File: config.mk
export PLATFORM = sky130hd
export DESIGN_NAME = lcr_limiter_control_registers
export DESIGN_NICKNAME = d
export VERILOG_FILES = /design/src/lcr_pkg.sv /design/src/lcr_gain_ramp.sv /design/src/lcr_limiter_control_registers.sv
export SDC_FILE = /design/constraint.sdc
export NUM_CORES = 1
export LEC_CHECK = 0
export ABC_AREA = 1
export BUFFER_PORTS_ARGS = -buffer_cell sky130_fd_sc_hd__buf_2
export CORE_MARGIN = 1
export CORE_UTILIZATION = 33
export DETAILED_ROUTE_END_ITERATION = 8
export GPL_TIMING_DRIVEN = 0
export SLEW_MARGIN = 40
export SYNTH_ARGS = -nofsm -noshare
export SYNTH_HDL_FRONTEND = slang
export SYNTH_SLANG_ARGS = --single-unit
File: constraint.sdc
create_clock -name clk -period 5 [get_ports clk]
set_clock_uncertainty 0.15 [all_clocks]
set_input_delay 0.5 -clock clk [delete_from_list [all_inputs] [get_ports clk]]
set_output_delay 0.5 -clock clk [all_outputs]
set_load 0.05 [all_outputs]
File: src/lcr_pkg.sv
// Constants, field layouts and control bundles for the limiter control
// registers. Assumes a byte-wide control port and a 125 MHz core clock.
package lcr_pkg;

  // Register offsets on the control port.
  localparam logic [7:0] ADDR_LEFT_THRESHOLD_SLOPE = 8'h0f;
  localparam logic [7:0] ADDR_LEFT_KNEE_VOLTAGE = 8'h10;
  localparam logic [7:0] ADDR_RIGHT_LIMIT_SETUP = 8'h11;

  // Reset values of the three registers.
  localparam logic [7:0] RST_LEFT_THRESHOLD_SLOPE = 8'h51;
  localparam logic [7:0] RST_LEFT_KNEE_VOLTAGE = 8'h22;
  localparam logic [7:0] RST_RIGHT_LIMIT_SETUP = 8'ha8;

  // Field positions of the threshold/slope register.
  localparam int THR_MSB = 7;
  localparam int THR_LSB = 3;
  localparam int RSVD_BIT = 2;
  localparam int SLOPE_MSB = 1;
  localparam int SLOPE_LSB = 0;

  // Field positions of a setup register.
  localparam int REL_MSB = 7;
  localparam int REL_LSB = 6;
  localparam int ATK_MSB = 5;
  localparam int ATK_LSB = 4;
  localparam int TIE_BIT = 3;
  localparam int TRACK_BIT = 2;
  localparam int MODE_MSB = 1;
  localparam int MODE_LSB = 0;

  // Threshold levels in quarter volts: code 0, 13, 19, 31.
  localparam logic [6:0] THR_TOP_QV = 7'h40;
  localparam logic [6:0] THR_FLOOR_QV = 7'h08;
  localparam logic [4:0] THR_FINE_START = 5'h0d;
  localparam logic [4:0] THR_FINE_END = 5'h13;

  // Limiter modes.
  localparam logic [1:0] MODE_OFF = 2'h0;
  localparam logic [1:0] MODE_ON = 2'h1;
  localparam logic [1:0] MODE_MUTE_LOW = 2'h2;
  localparam logic [1:0] MODE_ON_LOW = 2'h3;

  // Timing: clock rate and gain steps of one eighth dB.
  localparam int CLK_MHZ = 125;
  localparam int STEPS_PER_DB = 8;
  localparam int ATTACK_US0 = 120;
  localparam int ATTACK_US1 = 60;
  localparam int ATTACK_US2 = 30;
  localparam int ATTACK_US3 = 20;
  localparam int RELEASE_MS0 = 3200;
  localparam int RELEASE_MS1 = 1600;
  localparam int RELEASE_MS2 = 1200;
  localparam int RELEASE_MS3 = 800;
  localparam int ATTACK_CYC0 = ATTACK_US0 * CLK_MHZ / STEPS_PER_DB;
  localparam int ATTACK_CYC1 = ATTACK_US1 * CLK_MHZ / STEPS_PER_DB;
  localparam int ATTACK_CYC2 = ATTACK_US2 * CLK_MHZ / STEPS_PER_DB;
  localparam int ATTACK_CYC3 = ATTACK_US3 * CLK_MHZ / STEPS_PER_DB;
  localparam int RELEASE_CYC0 = RELEASE_MS0 * 1000 / STEPS_PER_DB * CLK_MHZ;
  localparam int RELEASE_CYC1 = RELEASE_MS1 * 1000 / STEPS_PER_DB * CLK_MHZ;
  localparam int RELEASE_CYC2 = RELEASE_MS2 * 1000 / STEPS_PER_DB * CLK_MHZ;
  localparam int RELEASE_CYC3 = RELEASE_MS3 * 1000 / STEPS_PER_DB * CLK_MHZ;

  // One channel's limiter controls, as used after link selection.
  typedef struct packed {
    logic [1:0] relRate;
    logic [1:0] attack;
    logic track;
    logic [1:0] mode;
    logic [4:0] thrCode;
    logic [1:0] slope;
    logic [7:0] knee;
  } lcr_ctl_s;

endpackage : lcr_pkg

File: src/lcr_gain_ramp.sv
// Gain-reduction ramp for one limiter channel.
// Assumes all inputs come from logic on the same clock.
`timescale 1ns/1ps
module lcr_gain_ramp #(
  parameter int GAIN_W = 8
) (
  input wire logic clk,
  input wire logic rst,
  input wire logic enable,
  input wire logic over,
  input wire logic [31:0] attackCycles,
  input wire logic [31:0] releaseCycles,
  output logic [GAIN_W-1:0] gainCut
);

  if (GAIN_W < 2) begin : gWidthCheck
    $error("lcr_gain_ramp: GAIN_W must be at least 2");
  end

  logic [31:0] stepCount;
  logic [31:0] limit;
  logic stepDue;

  // Pick the step period for the current direction of travel.
  assign limit = over ? attackCycles : releaseCycles;
  assign stepDue = (stepCount + 32'h1 >= limit);

  // Step timer runs only while over is high or the gain cut is nonzero.
  always_ff @(posedge clk) begin
    if (rst || !enable || stepDue) begin
      stepCount <= 32'h0;
    end else if (over || gainCut != '0) begin
      stepCount <= stepCount + 32'h1;
    end else begin
      stepCount <= 32'h0;
    end
  end

  // Gradual attack and release.
  // One eighth dB per period; saturating so a long overload cannot wrap.
  always_ff @(posedge clk) begin
    if (rst || !enable) begin
      gainCut <= '0;
    end else if (stepDue && over && gainCut != '1) begin
      gainCut <= gainCut + 1'b1;
    end else if (stepDue && !over && gainCut != '0) begin
      gainCut <= gainCut - 1'b1;
    end
  end

endmodule : lcr_gain_ramp

File: src/lcr_limiter_control_registers.sv
// Limiter control registers and decode for both output channels.
// Assumes a byte-wide control port on the core clock, and that the
// neighbouring registers, supply reading and peak levels share that clock.
`timescale 1ns/1ps
module lcr_limiter_control_registers #(
  parameter int GAIN_W = 8,
  parameter int RELEASE_CYC0 = lcr_pkg::RELEASE_CYC0,
  parameter int RELEASE_CYC1 = lcr_pkg::RELEASE_CYC1,
  parameter int RELEASE_CYC2 = lcr_pkg::RELEASE_CYC2,
  parameter int RELEASE_CYC3 = lcr_pkg::RELEASE_CYC3
) (
  input wire logic clk,
  input wire logic rst,
  input wire logic regWrite,
  input wire logic regRead,
  input wire logic [7:0] regAddr,
  input wire logic [7:0] regWdata,
  output logic [7:0] regRdata,
  input wire logic [7:0] leftSetup,
  input wire logic [7:0] rightThresholdSlope,
  input wire logic [7:0] rightKneeVoltage,
  input wire logic [7:0] supplyLevel,
  input wire logic [6:0] leftPeak,
  input wire logic [6:0] rightPeak,
  output logic [6:0] leftThreshold,
  output logic [6:0] rightThreshold,
  output logic leftLimiting,
  output logic rightLimiting,
  output logic leftMute,
  output logic rightMute,
  output logic channelLimiterTie,
  output logic [GAIN_W-1:0] leftGainCut,
  output logic [GAIN_W-1:0] rightGainCut
);

  if (RELEASE_CYC0 < 1 || RELEASE_CYC1 < 1 || RELEASE_CYC2 < 1 ||
      RELEASE_CYC3 < 1) begin : gReleaseCheck
    $error("lcr_limiter_control_registers: release counts must be >= 1");
  end

  // Threshold code to quarter volts, piecewise as the steps change.
  function automatic logic [6:0] codeToQv(input logic [4:0] code);
    logic [6:0] c;
    c = {2'b00, code};
    if (code <= lcr_pkg::THR_FINE_START) begin
      codeToQv = lcr_pkg::THR_TOP_QV - (c << 1);
    end else if (code <= lcr_pkg::THR_FINE_END) begin
      codeToQv = lcr_pkg::THR_TOP_QV - 7'(2 * lcr_pkg::THR_FINE_START)
                 - (c - {2'b00, lcr_pkg::THR_FINE_START});
    end else begin
      codeToQv = lcr_pkg::THR_TOP_QV - 7'(2 * lcr_pkg::THR_FINE_START)
                 - 7'(lcr_pkg::THR_FINE_END - lcr_pkg::THR_FINE_START)
                 - ((c - {2'b00, lcr_pkg::THR_FINE_END}) << 1);
    end
  endfunction : codeToQv

  // Effective threshold with optional supply tracking and floor.
  function automatic logic [6:0] trackedQv(input lcr_pkg::lcr_ctl_s ctl,
                                           input logic [7:0] supply);
    logic [6:0] base;
    logic [10:0] cut;
    base = codeToQv(ctl.thrCode);
    cut = 11'h0;
    if (ctl.track && supply < ctl.knee) begin
      cut = 11'(ctl.knee - supply) * 11'({1'b0, ctl.slope} + 3'h1);
    end
    if ({4'h0, base} <= cut + {4'h0, lcr_pkg::THR_FLOOR_QV}) begin
      trackedQv = lcr_pkg::THR_FLOOR_QV;
    end else begin
      trackedQv = base - 7'(cut);
    end
  endfunction : trackedQv

  // Attack step period for a two-bit rate code.
  function automatic logic [31:0] attackCycles(input logic [1:0] code);
    unique case (code)
      2'h0: attackCycles = 32'(lcr_pkg::ATTACK_CYC0);
      2'h1: attackCycles = 32'(lcr_pkg::ATTACK_CYC1);
      2'h2: attackCycles = 32'(lcr_pkg::ATTACK_CYC2);
      2'h3: attackCycles = 32'(lcr_pkg::ATTACK_CYC3);
    endcase
  endfunction : attackCycles

  // Release step period for a two-bit rate code.
  function automatic logic [31:0] releaseCycles(input logic [1:0] code);
    unique case (code)
      2'h0: releaseCycles = 32'(RELEASE_CYC0);
      2'h1: releaseCycles = 32'(RELEASE_CYC1);
      2'h2: releaseCycles = 32'(RELEASE_CYC2);
      2'h3: releaseCycles = 32'(RELEASE_CYC3);
    endcase
  endfunction : releaseCycles

  // Limiter engaged for the mode and supply condition.
  function automatic logic modeActive(input logic [1:0] mode,
                                      input logic below);
    modeActive = (mode == lcr_pkg::MODE_ON) ||
                 (mode == lcr_pkg::MODE_ON_LOW && below);
  endfunction : modeActive

  logic [4:0] leftThresholdCode;
  logic [1:0] leftSlope;
  logic [7:0] leftKneeVoltage;
  logic [1:0] rightReleaseRate;
  logic [1:0] rightAttackRate;
  logic rightTrack;
  logic [1:0] rightLimiterSelect;
  logic hitThr;
  logic hitKnee;
  logic hitSetup;

  assign hitThr = regAddr == lcr_pkg::ADDR_LEFT_THRESHOLD_SLOPE;
  assign hitKnee = regAddr == lcr_pkg::ADDR_LEFT_KNEE_VOLTAGE;
  assign hitSetup = regAddr == lcr_pkg::ADDR_RIGHT_LIMIT_SETUP;

  // Reserved bit is never stored, so writes to it vanish.
  always_ff @(posedge clk) begin
    if (rst) begin
      leftThresholdCode <=
        lcr_pkg::RST_LEFT_THRESHOLD_SLOPE[lcr_pkg::THR_MSB:lcr_pkg::THR_LSB];
      leftSlope <=
        lcr_pkg::RST_LEFT_THRESHOLD_SLOPE[lcr_pkg::SLOPE_MSB:
                                          lcr_pkg::SLOPE_LSB];
    end else if (regWrite && hitThr) begin
      leftThresholdCode <= regWdata[lcr_pkg::THR_MSB:lcr_pkg::THR_LSB];
      leftSlope <= regWdata[lcr_pkg::SLOPE_MSB:lcr_pkg::SLOPE_LSB];
    end
  end

  always_ff @(posedge clk) begin
    if (rst) begin
      leftKneeVoltage <= lcr_pkg::RST_LEFT_KNEE_VOLTAGE;
    end else if (regWrite && hitKnee) begin
      leftKneeVoltage <= regWdata;
    end
  end

  // Right setup storage with its reset value.
  always_ff @(posedge clk) begin
    if (rst) begin
      rightReleaseRate <=
        lcr_pkg::RST_RIGHT_LIMIT_SETUP[lcr_pkg::REL_MSB:lcr_pkg::REL_LSB];
      rightAttackRate <=
        lcr_pkg::RST_RIGHT_LIMIT_SETUP[lcr_pkg::ATK_MSB:lcr_pkg::ATK_LSB];
      channelLimiterTie <= lcr_pkg::RST_RIGHT_LIMIT_SETUP[lcr_pkg::TIE_BIT];
      rightTrack <= lcr_pkg::RST_RIGHT_LIMIT_SETUP[lcr_pkg::TRACK_BIT];
      rightLimiterSelect <=
        lcr_pkg::RST_RIGHT_LIMIT_SETUP[lcr_pkg::MODE_MSB:lcr_pkg::MODE_LSB];
    end else if (regWrite && hitSetup) begin
      rightReleaseRate <= regWdata[lcr_pkg::REL_MSB:lcr_pkg::REL_LSB];
      rightAttackRate <= regWdata[lcr_pkg::ATK_MSB:lcr_pkg::ATK_LSB];
      channelLimiterTie <= regWdata[lcr_pkg::TIE_BIT];
      rightTrack <= regWdata[lcr_pkg::TRACK_BIT];
      rightLimiterSelect <= regWdata[lcr_pkg::MODE_MSB:lcr_pkg::MODE_LSB];
    end
  end

  // Read data is registered; unmapped offsets answer zero.
  always_ff @(posedge clk) begin
    if (rst) begin
      regRdata <= 8'h00;
    end else if (regRead) begin
      if (hitThr) begin
        regRdata <= {leftThresholdCode, 1'b0, leftSlope};
      end else if (hitKnee) begin
        regRdata <= leftKneeVoltage;
      end else if (hitSetup) begin
        regRdata <= {rightReleaseRate, rightAttackRate, channelLimiterTie,
                     rightTrack, rightLimiterSelect};
      end else begin
        regRdata <= 8'h00;
      end
    end
  end

  lcr_pkg::lcr_ctl_s leftCtl;
  lcr_pkg::lcr_ctl_s rightOwnCtl;
  lcr_pkg::lcr_ctl_s rightCtl;

  // Left setup fields share the right encodings.
  always_comb begin
    leftCtl.relRate = leftSetup[lcr_pkg::REL_MSB:lcr_pkg::REL_LSB];
    leftCtl.attack = leftSetup[lcr_pkg::ATK_MSB:lcr_pkg::ATK_LSB];
    leftCtl.track = leftSetup[lcr_pkg::TRACK_BIT];
    leftCtl.mode = leftSetup[lcr_pkg::MODE_MSB:lcr_pkg::MODE_LSB];
    leftCtl.thrCode = leftThresholdCode;
    leftCtl.slope = leftSlope;
    leftCtl.knee = leftKneeVoltage;
  end

  // Right channel's own controls; the threshold and knee live elsewhere.
  always_comb begin
    rightOwnCtl.relRate = rightReleaseRate;
    rightOwnCtl.attack = rightAttackRate;
    // Tracking flag; when clear the code stands as programmed.
    rightOwnCtl.track = rightTrack;
    rightOwnCtl.mode = rightLimiterSelect;
    rightOwnCtl.thrCode =
      rightThresholdSlope[lcr_pkg::THR_MSB:lcr_pkg::THR_LSB];
    rightOwnCtl.slope =
      rightThresholdSlope[lcr_pkg::SLOPE_MSB:lcr_pkg::SLOPE_LSB];
    rightOwnCtl.knee = rightKneeVoltage;
  end

  // Tied channels both follow the left controls.
  assign rightCtl = channelLimiterTie ? leftCtl : rightOwnCtl;

  logic leftBelow;
  logic rightBelow;
  assign leftBelow = supplyLevel < leftCtl.knee;
  assign rightBelow = supplyLevel < rightCtl.knee;

  // Thresholds registered so the outputs come from flip-flops.
  always_ff @(posedge clk) begin
    if (rst) begin
      leftThreshold <= lcr_pkg::THR_TOP_QV;
      rightThreshold <= lcr_pkg::THR_TOP_QV;
    end else begin
      leftThreshold <= trackedQv(leftCtl, supplyLevel);
      rightThreshold <= trackedQv(rightCtl, supplyLevel);
    end
  end

  // Engage and mute decode; mute does not also engage the limiter.
  always_ff @(posedge clk) begin
    if (rst) begin
      leftLimiting <= 1'b0;
      rightLimiting <= 1'b0;
      leftMute <= 1'b0;
      rightMute <= 1'b0;
    end else begin
      leftLimiting <= modeActive(leftCtl.mode, leftBelow);
      rightLimiting <= modeActive(rightCtl.mode, rightBelow);
      leftMute <= leftCtl.mode == lcr_pkg::MODE_MUTE_LOW && leftBelow;
      rightMute <= rightCtl.mode == lcr_pkg::MODE_MUTE_LOW && rightBelow;
    end
  end

  // Gain ramps compare peaks against the registered thresholds, which
  // costs one cycle of lag but keeps the compare path short.
  lcr_gain_ramp #(
    .GAIN_W(GAIN_W)
  ) uLeftRamp (
    .clk(clk),
    .rst(rst),
    .enable(leftLimiting),
    .over(leftPeak > leftThreshold),
    .attackCycles(attackCycles(leftCtl.attack)),
    .releaseCycles(releaseCycles(leftCtl.relRate)),
    .gainCut(leftGainCut)
  );

  lcr_gain_ramp #(
    .GAIN_W(GAIN_W)
  ) uRightRamp (
    .clk(clk),
    .rst(rst),
    .enable(rightLimiting),
    .over(rightPeak > rightThreshold),
    .attackCycles(attackCycles(rightCtl.attack)),
    .releaseCycles(releaseCycles(rightCtl.relRate)),
    .gainCut(rightGainCut)
  );

endmodule : lcr_limiter_control_registers

== Word level (Yosys, flattened, before mapping) ==
Cells that the tools add are included.
Widths: inputs -> output; s select.

* Bits in registers: 129
* Output and inout port bits: 43

* Eq/ne operators: 23
* $lt $le $gt $ge: 12
* Reduce and logical (&&, ||, !) cells: 41
* Bitwise gates (word level): 2
* $mul: 2
* Muxes and demuxes: 26
* $add $sub $neg: 24

{| class="wikitable"
|+ Operators with widths
! kind !! count
|-
| $pmux 32 s4 || 4
|-
| $add 32x1->32 const B || 2
|-
| $ge 32x32->1 || 2
|-
| $mux 32 || 2
|-
| $mux 7 || 8
|-
| $mux 8 || 7
|-
| $mux 11 || 4
|-
| $sub 6x7->7 const A || 4
|-
| $eq 2x2->1 const B || 12
|-
| $add 11x4->11 const B || 2
|-
| $le 7x11->1 || 2
|-
| $mul 11x3->11 || 2
|-
| $mux 22 || 1
|-
| $sub 8x8->9 || 2
|-
| $logic_and 1x1->1 || 17
|-
| $add 8x1->8 const B || 2
|-
| $eq 8x5->1 const B || 2
|-
| $lt 8x8->1 || 2
|-
| $ne 8x8->1 const B || 2
|-
| $reduce_bool 8->1 || 2
|-
| $sub 8x1->8 const B || 2
|-
| $gt 7x7->1 || 2
|-
| $sub 7x6->7 const A || 2
|-
| $sub 7x7->7 || 2
|-
| 13 further kinds || 41
|}

== Longest topological paths before layout ==
* Depth after elaboration: 9
* Mapped depth: 36
* Gate-level depth less buffers: 35

== Cells and area by module ==
Synthesis repeated with hierarchy kept, for this count alone.

* Cells, all modules: 2054
* Area total of the unflattened synthesis: 13765.7 um^2

{| class="wikitable"
|+ Modules (own cells, without submodules)
! module !! sequential area each (um^2) !! area an instance (um^2) !! instances !! cells an instance
|-
| lcr_gain_ramp || 800.8 || 3452.1 || 2 || 504
|-
| lcr_limiter_control_registers || 980.9 || 6861.6 || 1 || 1046
|}

== Least setup slack after synthesis ==
No wires, ideal clock.

* Kind: register to register
* Start point: register channelLimiterTie
* End point: register rightThreshold[0]
* Cell stages (with the launch flop): 35
* Period minus slack after synthesis: 5.694 ns
* Path slack: -0.694 ns
* Buffers on the path: 3
* Data arrival time: 5.479 ns
* Setup time: 0.065 ns
* Path through: dfxtp_1 -> buf_4 -> buf_4 -> clkbuf_1 -> nand2_1 -> o21ai_0 -> ha_1 -> inv_1 -> fa_1 -> nand2_1 -> nand2_1 -> xor2_1 -> nand2_1 -> fa_1 -> inv_1 -> ha_1 -> nand2_1 -> nand2_1 -> inv_1 -> nand2_1 -> nand2_1 -> nand2_1 -> or2_2 -> nor2_4 -> xnor2_1 -> ha_1 -> nand2_1 -> inv_1 -> nand2_1 -> or2_2 -> a21oi_1 -> nand2_1 -> nor2_2 -> nand4_4 -> nor2_2

* Cells in the longest elaborated chain, start to end: 8

{| class="wikitable"
|+ Ends and longest elaborated chain
! element !! line !! RTL
|-
| from (decl) || lcr_limiter_control_registers.sv:31 || <nowiki>output logic channelLimiterTie,</nowiki>
|-
| from (signal assigned) || lcr_limiter_control_registers.sv:145 || <nowiki>channelLimiterTie <= lcr_pkg::RST_RIGHT_LIMIT_SETUP[lcr_pkg::TIE_BIT];</nowiki>
|-
| from (signal assigned) || lcr_limiter_control_registers.sv:152 || <nowiki>channelLimiterTie <= regWdata[lcr_pkg::TIE_BIT];</nowiki>
|-
| $mux 22 (*) || lcr_limiter_control_registers.sv:206 || <nowiki>assign rightCtl = channelLimiterTie ? leftCtl : rightOwnCtl;</nowiki>
|-
| $sub 8x8->9 (tied with other cells) || lcr_limiter_control_registers.sv:65 || <nowiki>cut = 11'(ctl.knee - supply) * 11'({1'b0, ctl.slope} + 3'h1);</nowiki>
|-
| $mul 11x3->11 (tied with other cells) || lcr_limiter_control_registers.sv:65 ||
|-
| $mux 11 / $mux 7 (equally long branches) || lcr_limiter_control_registers.sv:64, lcr_limiter_control_registers.sv:47 ||
|-
| $mux 11 / $mux 7 (equally long branches) || lcr_limiter_control_registers.sv:215, lcr_limiter_control_registers.sv:45 ||
|-
| $add 11x4->11 / $mux 7 (equally long branches) || lcr_limiter_control_registers.sv:67, lcr_limiter_control_registers.sv:215 ||
|-
| $le 7x11->1 || lcr_limiter_control_registers.sv:67 || <nowiki>if ({4'h0, base} <= cut + {4'h0, lcr_pkg::THR_FLOOR_QV}) begin</nowiki>
|-
| $reduce_or 2->1 (no source line) || n/a ||
|-
| to (signal assigned) || lcr_limiter_control_registers.sv:217 || <nowiki>rightThreshold <= lcr_pkg::THR_TOP_QV;</nowiki>
|-
| to (signal assigned) || lcr_limiter_control_registers.sv:220 || <nowiki>rightThreshold <= trackedQv(rightCtl, supplyLevel);</nowiki>
|-
| to (decl) || lcr_limiter_control_registers.sv:26 || <nowiki>output logic [6:0] rightThreshold,</nowiki>
|}

Every way passes the cells marked *; elsewhere a longest branch is shown, timed or not. The select of a mux whose other input is x is not followed.
A chain may end at the register's enable or synchronous reset.

== Final worst setup path ==
* Start point: register channelLimiterTie
* End point: register rightThreshold[4]

Same word-level chain as after synthesis.

==> results.ini <==
[floorplanning]
io_pins = 109
die_y_um = 200
die_w_um = 200
core_area_mm2 = 0.0387
rows = 72
initial_core_util = 0.335
dieArea_mm2 = 0.0401

[yosys]
synthCells = 1965
synth_edf_count = 0
ys_seq_area_frac = 0.199
yosys_register_bits = 129
synthTopCellsByArea = dfxtp_1, ha_1, nand2_1
ys.flop_type = dfxtp_1
synth_area_mm2 = 0.0130
yosysTopAreaCell = dfxtp_1
async_flop_share = 0
syn_avg_cell_area_um2 = 6.60
netlist.area_leader.share = 0.199
yosysWarnings = 0
synth_cell_types = 56
synth_most_common_cell = nand2_1
netlist_top_cells_count = nand2_1, inv_1, nor2_1

[clock_network]
clkSlewWorstSetupHoldPaths_ns = 0.06
cts.sinks = 129
cts_root_buf = clkbuf_16
clockBufferDepth = 2
hold_buffers = 0
cts_tree = built
cts_buffers = 17
clock_latency_ns = 0.44
cts_max_level = 4

[worst_setup_path]
cp_slowest_cell = fa_1
crit_path_start = channelLimiterTie$_SDFFE_PP1P_
worstPathBufferInverterCount = 6
crit_path_start_kind = flop
path_max_fanout = 5
cp.arrival_ns = 5.19
rr_startpoint = channelLimiterTie$_SDFFE_PP1P_
max_stage_delay_ns = 0.45
crit_type = flop to flop
cp-end-kind = flop
required_ns = 5.22
crit_family = adder cells

[drt]
ant_nets = 0
firstDrtPassIters = 5
totalWireLength_um = 35700
viasPerCell = 4.78
routedWlPerCell_um = 13.4
route.detailed.drc = 0
drt_iter0_markers = 647
vias = 12800

[status]
status = finished, final reports clean

[timing]
min_period_over_period = 0.995
tns_ns = 0
worst_pin_slew_ns = 0.814
hold_viol = 0
fmax_mhz = 201
finalMaxSlewViolations = 0
layout_min_cycle_time_ns = 4.98
relSlewSlack = 0.443
setup_viol = 0
rsz0062_at_grt = true

[finish]
fillerInstances = 4043
area_growth_pct = 22.4
final_nets = 2394
final-seq-area_mm2 = 0.00259
drive_above_1_share = 0.194
multiInputGateArea_mm2 = 0.00971

[pwr]
leakagePower_nw = 7.82
peakVddDrop_mv = 0.206
power_density_mw_per_mm2 = 209
power_w = 0.00332

[grt]
grt_pass1_wl_um = 58500
antenna_found_initial = 3
grt_max_degree = 18
gr-total-overflow = 0
gr-usage-all-layers = 0.178
grt_pass1_vias = 12200

[worst_hold_path]
min_from = regWdata[5]
hp-class = input port to flop

[job]
maxCapViolations = 0

[place]
place.gp.congestion = 0.881
portBuffers = 104
dp_hpwl_um = 28700

==> what timing repair did <==
item                                    4_1_cts  5_1_grt
gates cloned                                  1        0
endpoints found under the hold margin         0        0
endpoints found under the setup margin       21       24
buffers inserted                             26       17
pin swaps                                    26       48
resized for setup                            44      112
==> per-layer routing <==
| metal | part of all wire | global-route usage |
|---|---|---|
| met1 | 0.47 | 0.236 |
| met2 | 0.47 | 0.297 |
| met3 | 0.043 | 0.0299 |
| met4 | 0.016 | 0.0464 |
| met5 | 0.00070 | 0 |
==> registers in the layout, indices dropped and copies added (netlist names), 5 cells and up <==
signal                count
rightThreshold            7
uRightRamp.gainCut        8
regRdata                  8
uRightRamp.stepCount     32
leftThresholdCode         5
uLeftRamp.gainCut         8
uLeftRamp.stepCount      32
leftKneeVoltage           8
leftThreshold             7
==> placed cells by master, fill, tap and decap left out, types with 57 or more instances in the layout <==
cell type / count
ha_1: 141
a21oi_1: 93
dfxtp_1: 125
buf_2: 106
nand3_1: 66
nand2_1: 455
xor2_1: 57
o21ai_0: 58
nor2_1: 197
inv_1: 317
==> worst register-to-register path, stage by stage, from the launching register on <==
cell and delay, ns:
dfxtp_4 0.38, buf_12 0.13, o21ai_2 0.13, ha_2 0.20
inv_4 0.04, fa_2 0.37, xor2_2 0.22, nand2_1 0.10
fa_1 0.45, inv_2 0.08, ha_4 0.14, inv_2 0.03
fa_2 0.36, xnor2_2 0.16, nand4_1 0.14, buf_4 0.19
nor2_4 0.14, xnor2_2 0.08, ha_1 0.30, nand2_2 0.05
inv_2 0.06, nand2_2 0.05, or2_4 0.24, a21oi_2 0.12
nand2_1 0.09, nor2_4 0.15, nand4_4 0.19, nor2_4 0.16
==> power breakdown <==
| part | switching [W] | internal [W] | total (W) |
|---|---|---|---|
| Sequential | 0.0000178 | 0.00105 | 0.00106 |
| Combinational | 0.000510 | 0.000313 | 0.000823 |
| Clock | 0.000538 | 0.000896 | 0.00143 |
==> worst paths after layout <==
check	cells after the start	slack, ns	endpoint
min	3	0.20	leftKneeVoltage[5]$_SDFFE_PP1P_
max	27	0.02	rightThreshold[4]$_SDFF_PP0_
max reg2reg	27	0.02	rightThreshold[4]$_SDFF_PP0_
min reg2reg	2	0.31	regRdata[5]$_SDFFE_PP0P_
==> layout make-up <==
| cell class | instances | area share |
|---|---|---|
| Inverter | 337 | 0.0804 |
| Clock inverter | 14 | 0.0142 |
| Multi-Input combinational cell | 1489 | 0.612 |
| Tap cell | 518 | 0.0408 |
| Sequential cell | 129 | 0.163 |
| Timing Repair Buffer | 148 | 0.0541 |
| Antenna cell | 1 | 0.000158 |
| Clock buffer | 18 | 0.0270 |
| Buffer | 17 | 0.00851 |
==> through the flow <==
stage	instance area [um^2]	hold WS, ns	utilization	cells	worst slack (ns)
final	15900	0.200	0.410	2671	0.0248
after global routing	15900	0.211	0.410	2670	-0.227
after CTS	15300	0.174	0.396	2654	-0.0259
after detailed placement	14300	0.305	0.369	2598	-0.887
after global placement	14300	0.302	0.369	2598	-1.04
after floorplan	13100	0.283	-	1976	0.0257
==> logic make-up (layout without fill, tap and decap cells) <==
group                      after synthesis  in the layout  synth area share
and+or+nand+nor                        962            962             0.336
xor gates and xnor gates                86             86            0.0581
AOI/OAI and AO/OA                      239            239             0.103
muxes                                    1              1          0.000772
buffers and inverters                  358            534             0.107
adders and majority gates              189            189             0.196
other                                    1             13          0.000289
DFF                                    129            129             0.199
(Power assumes the default switching activity.)
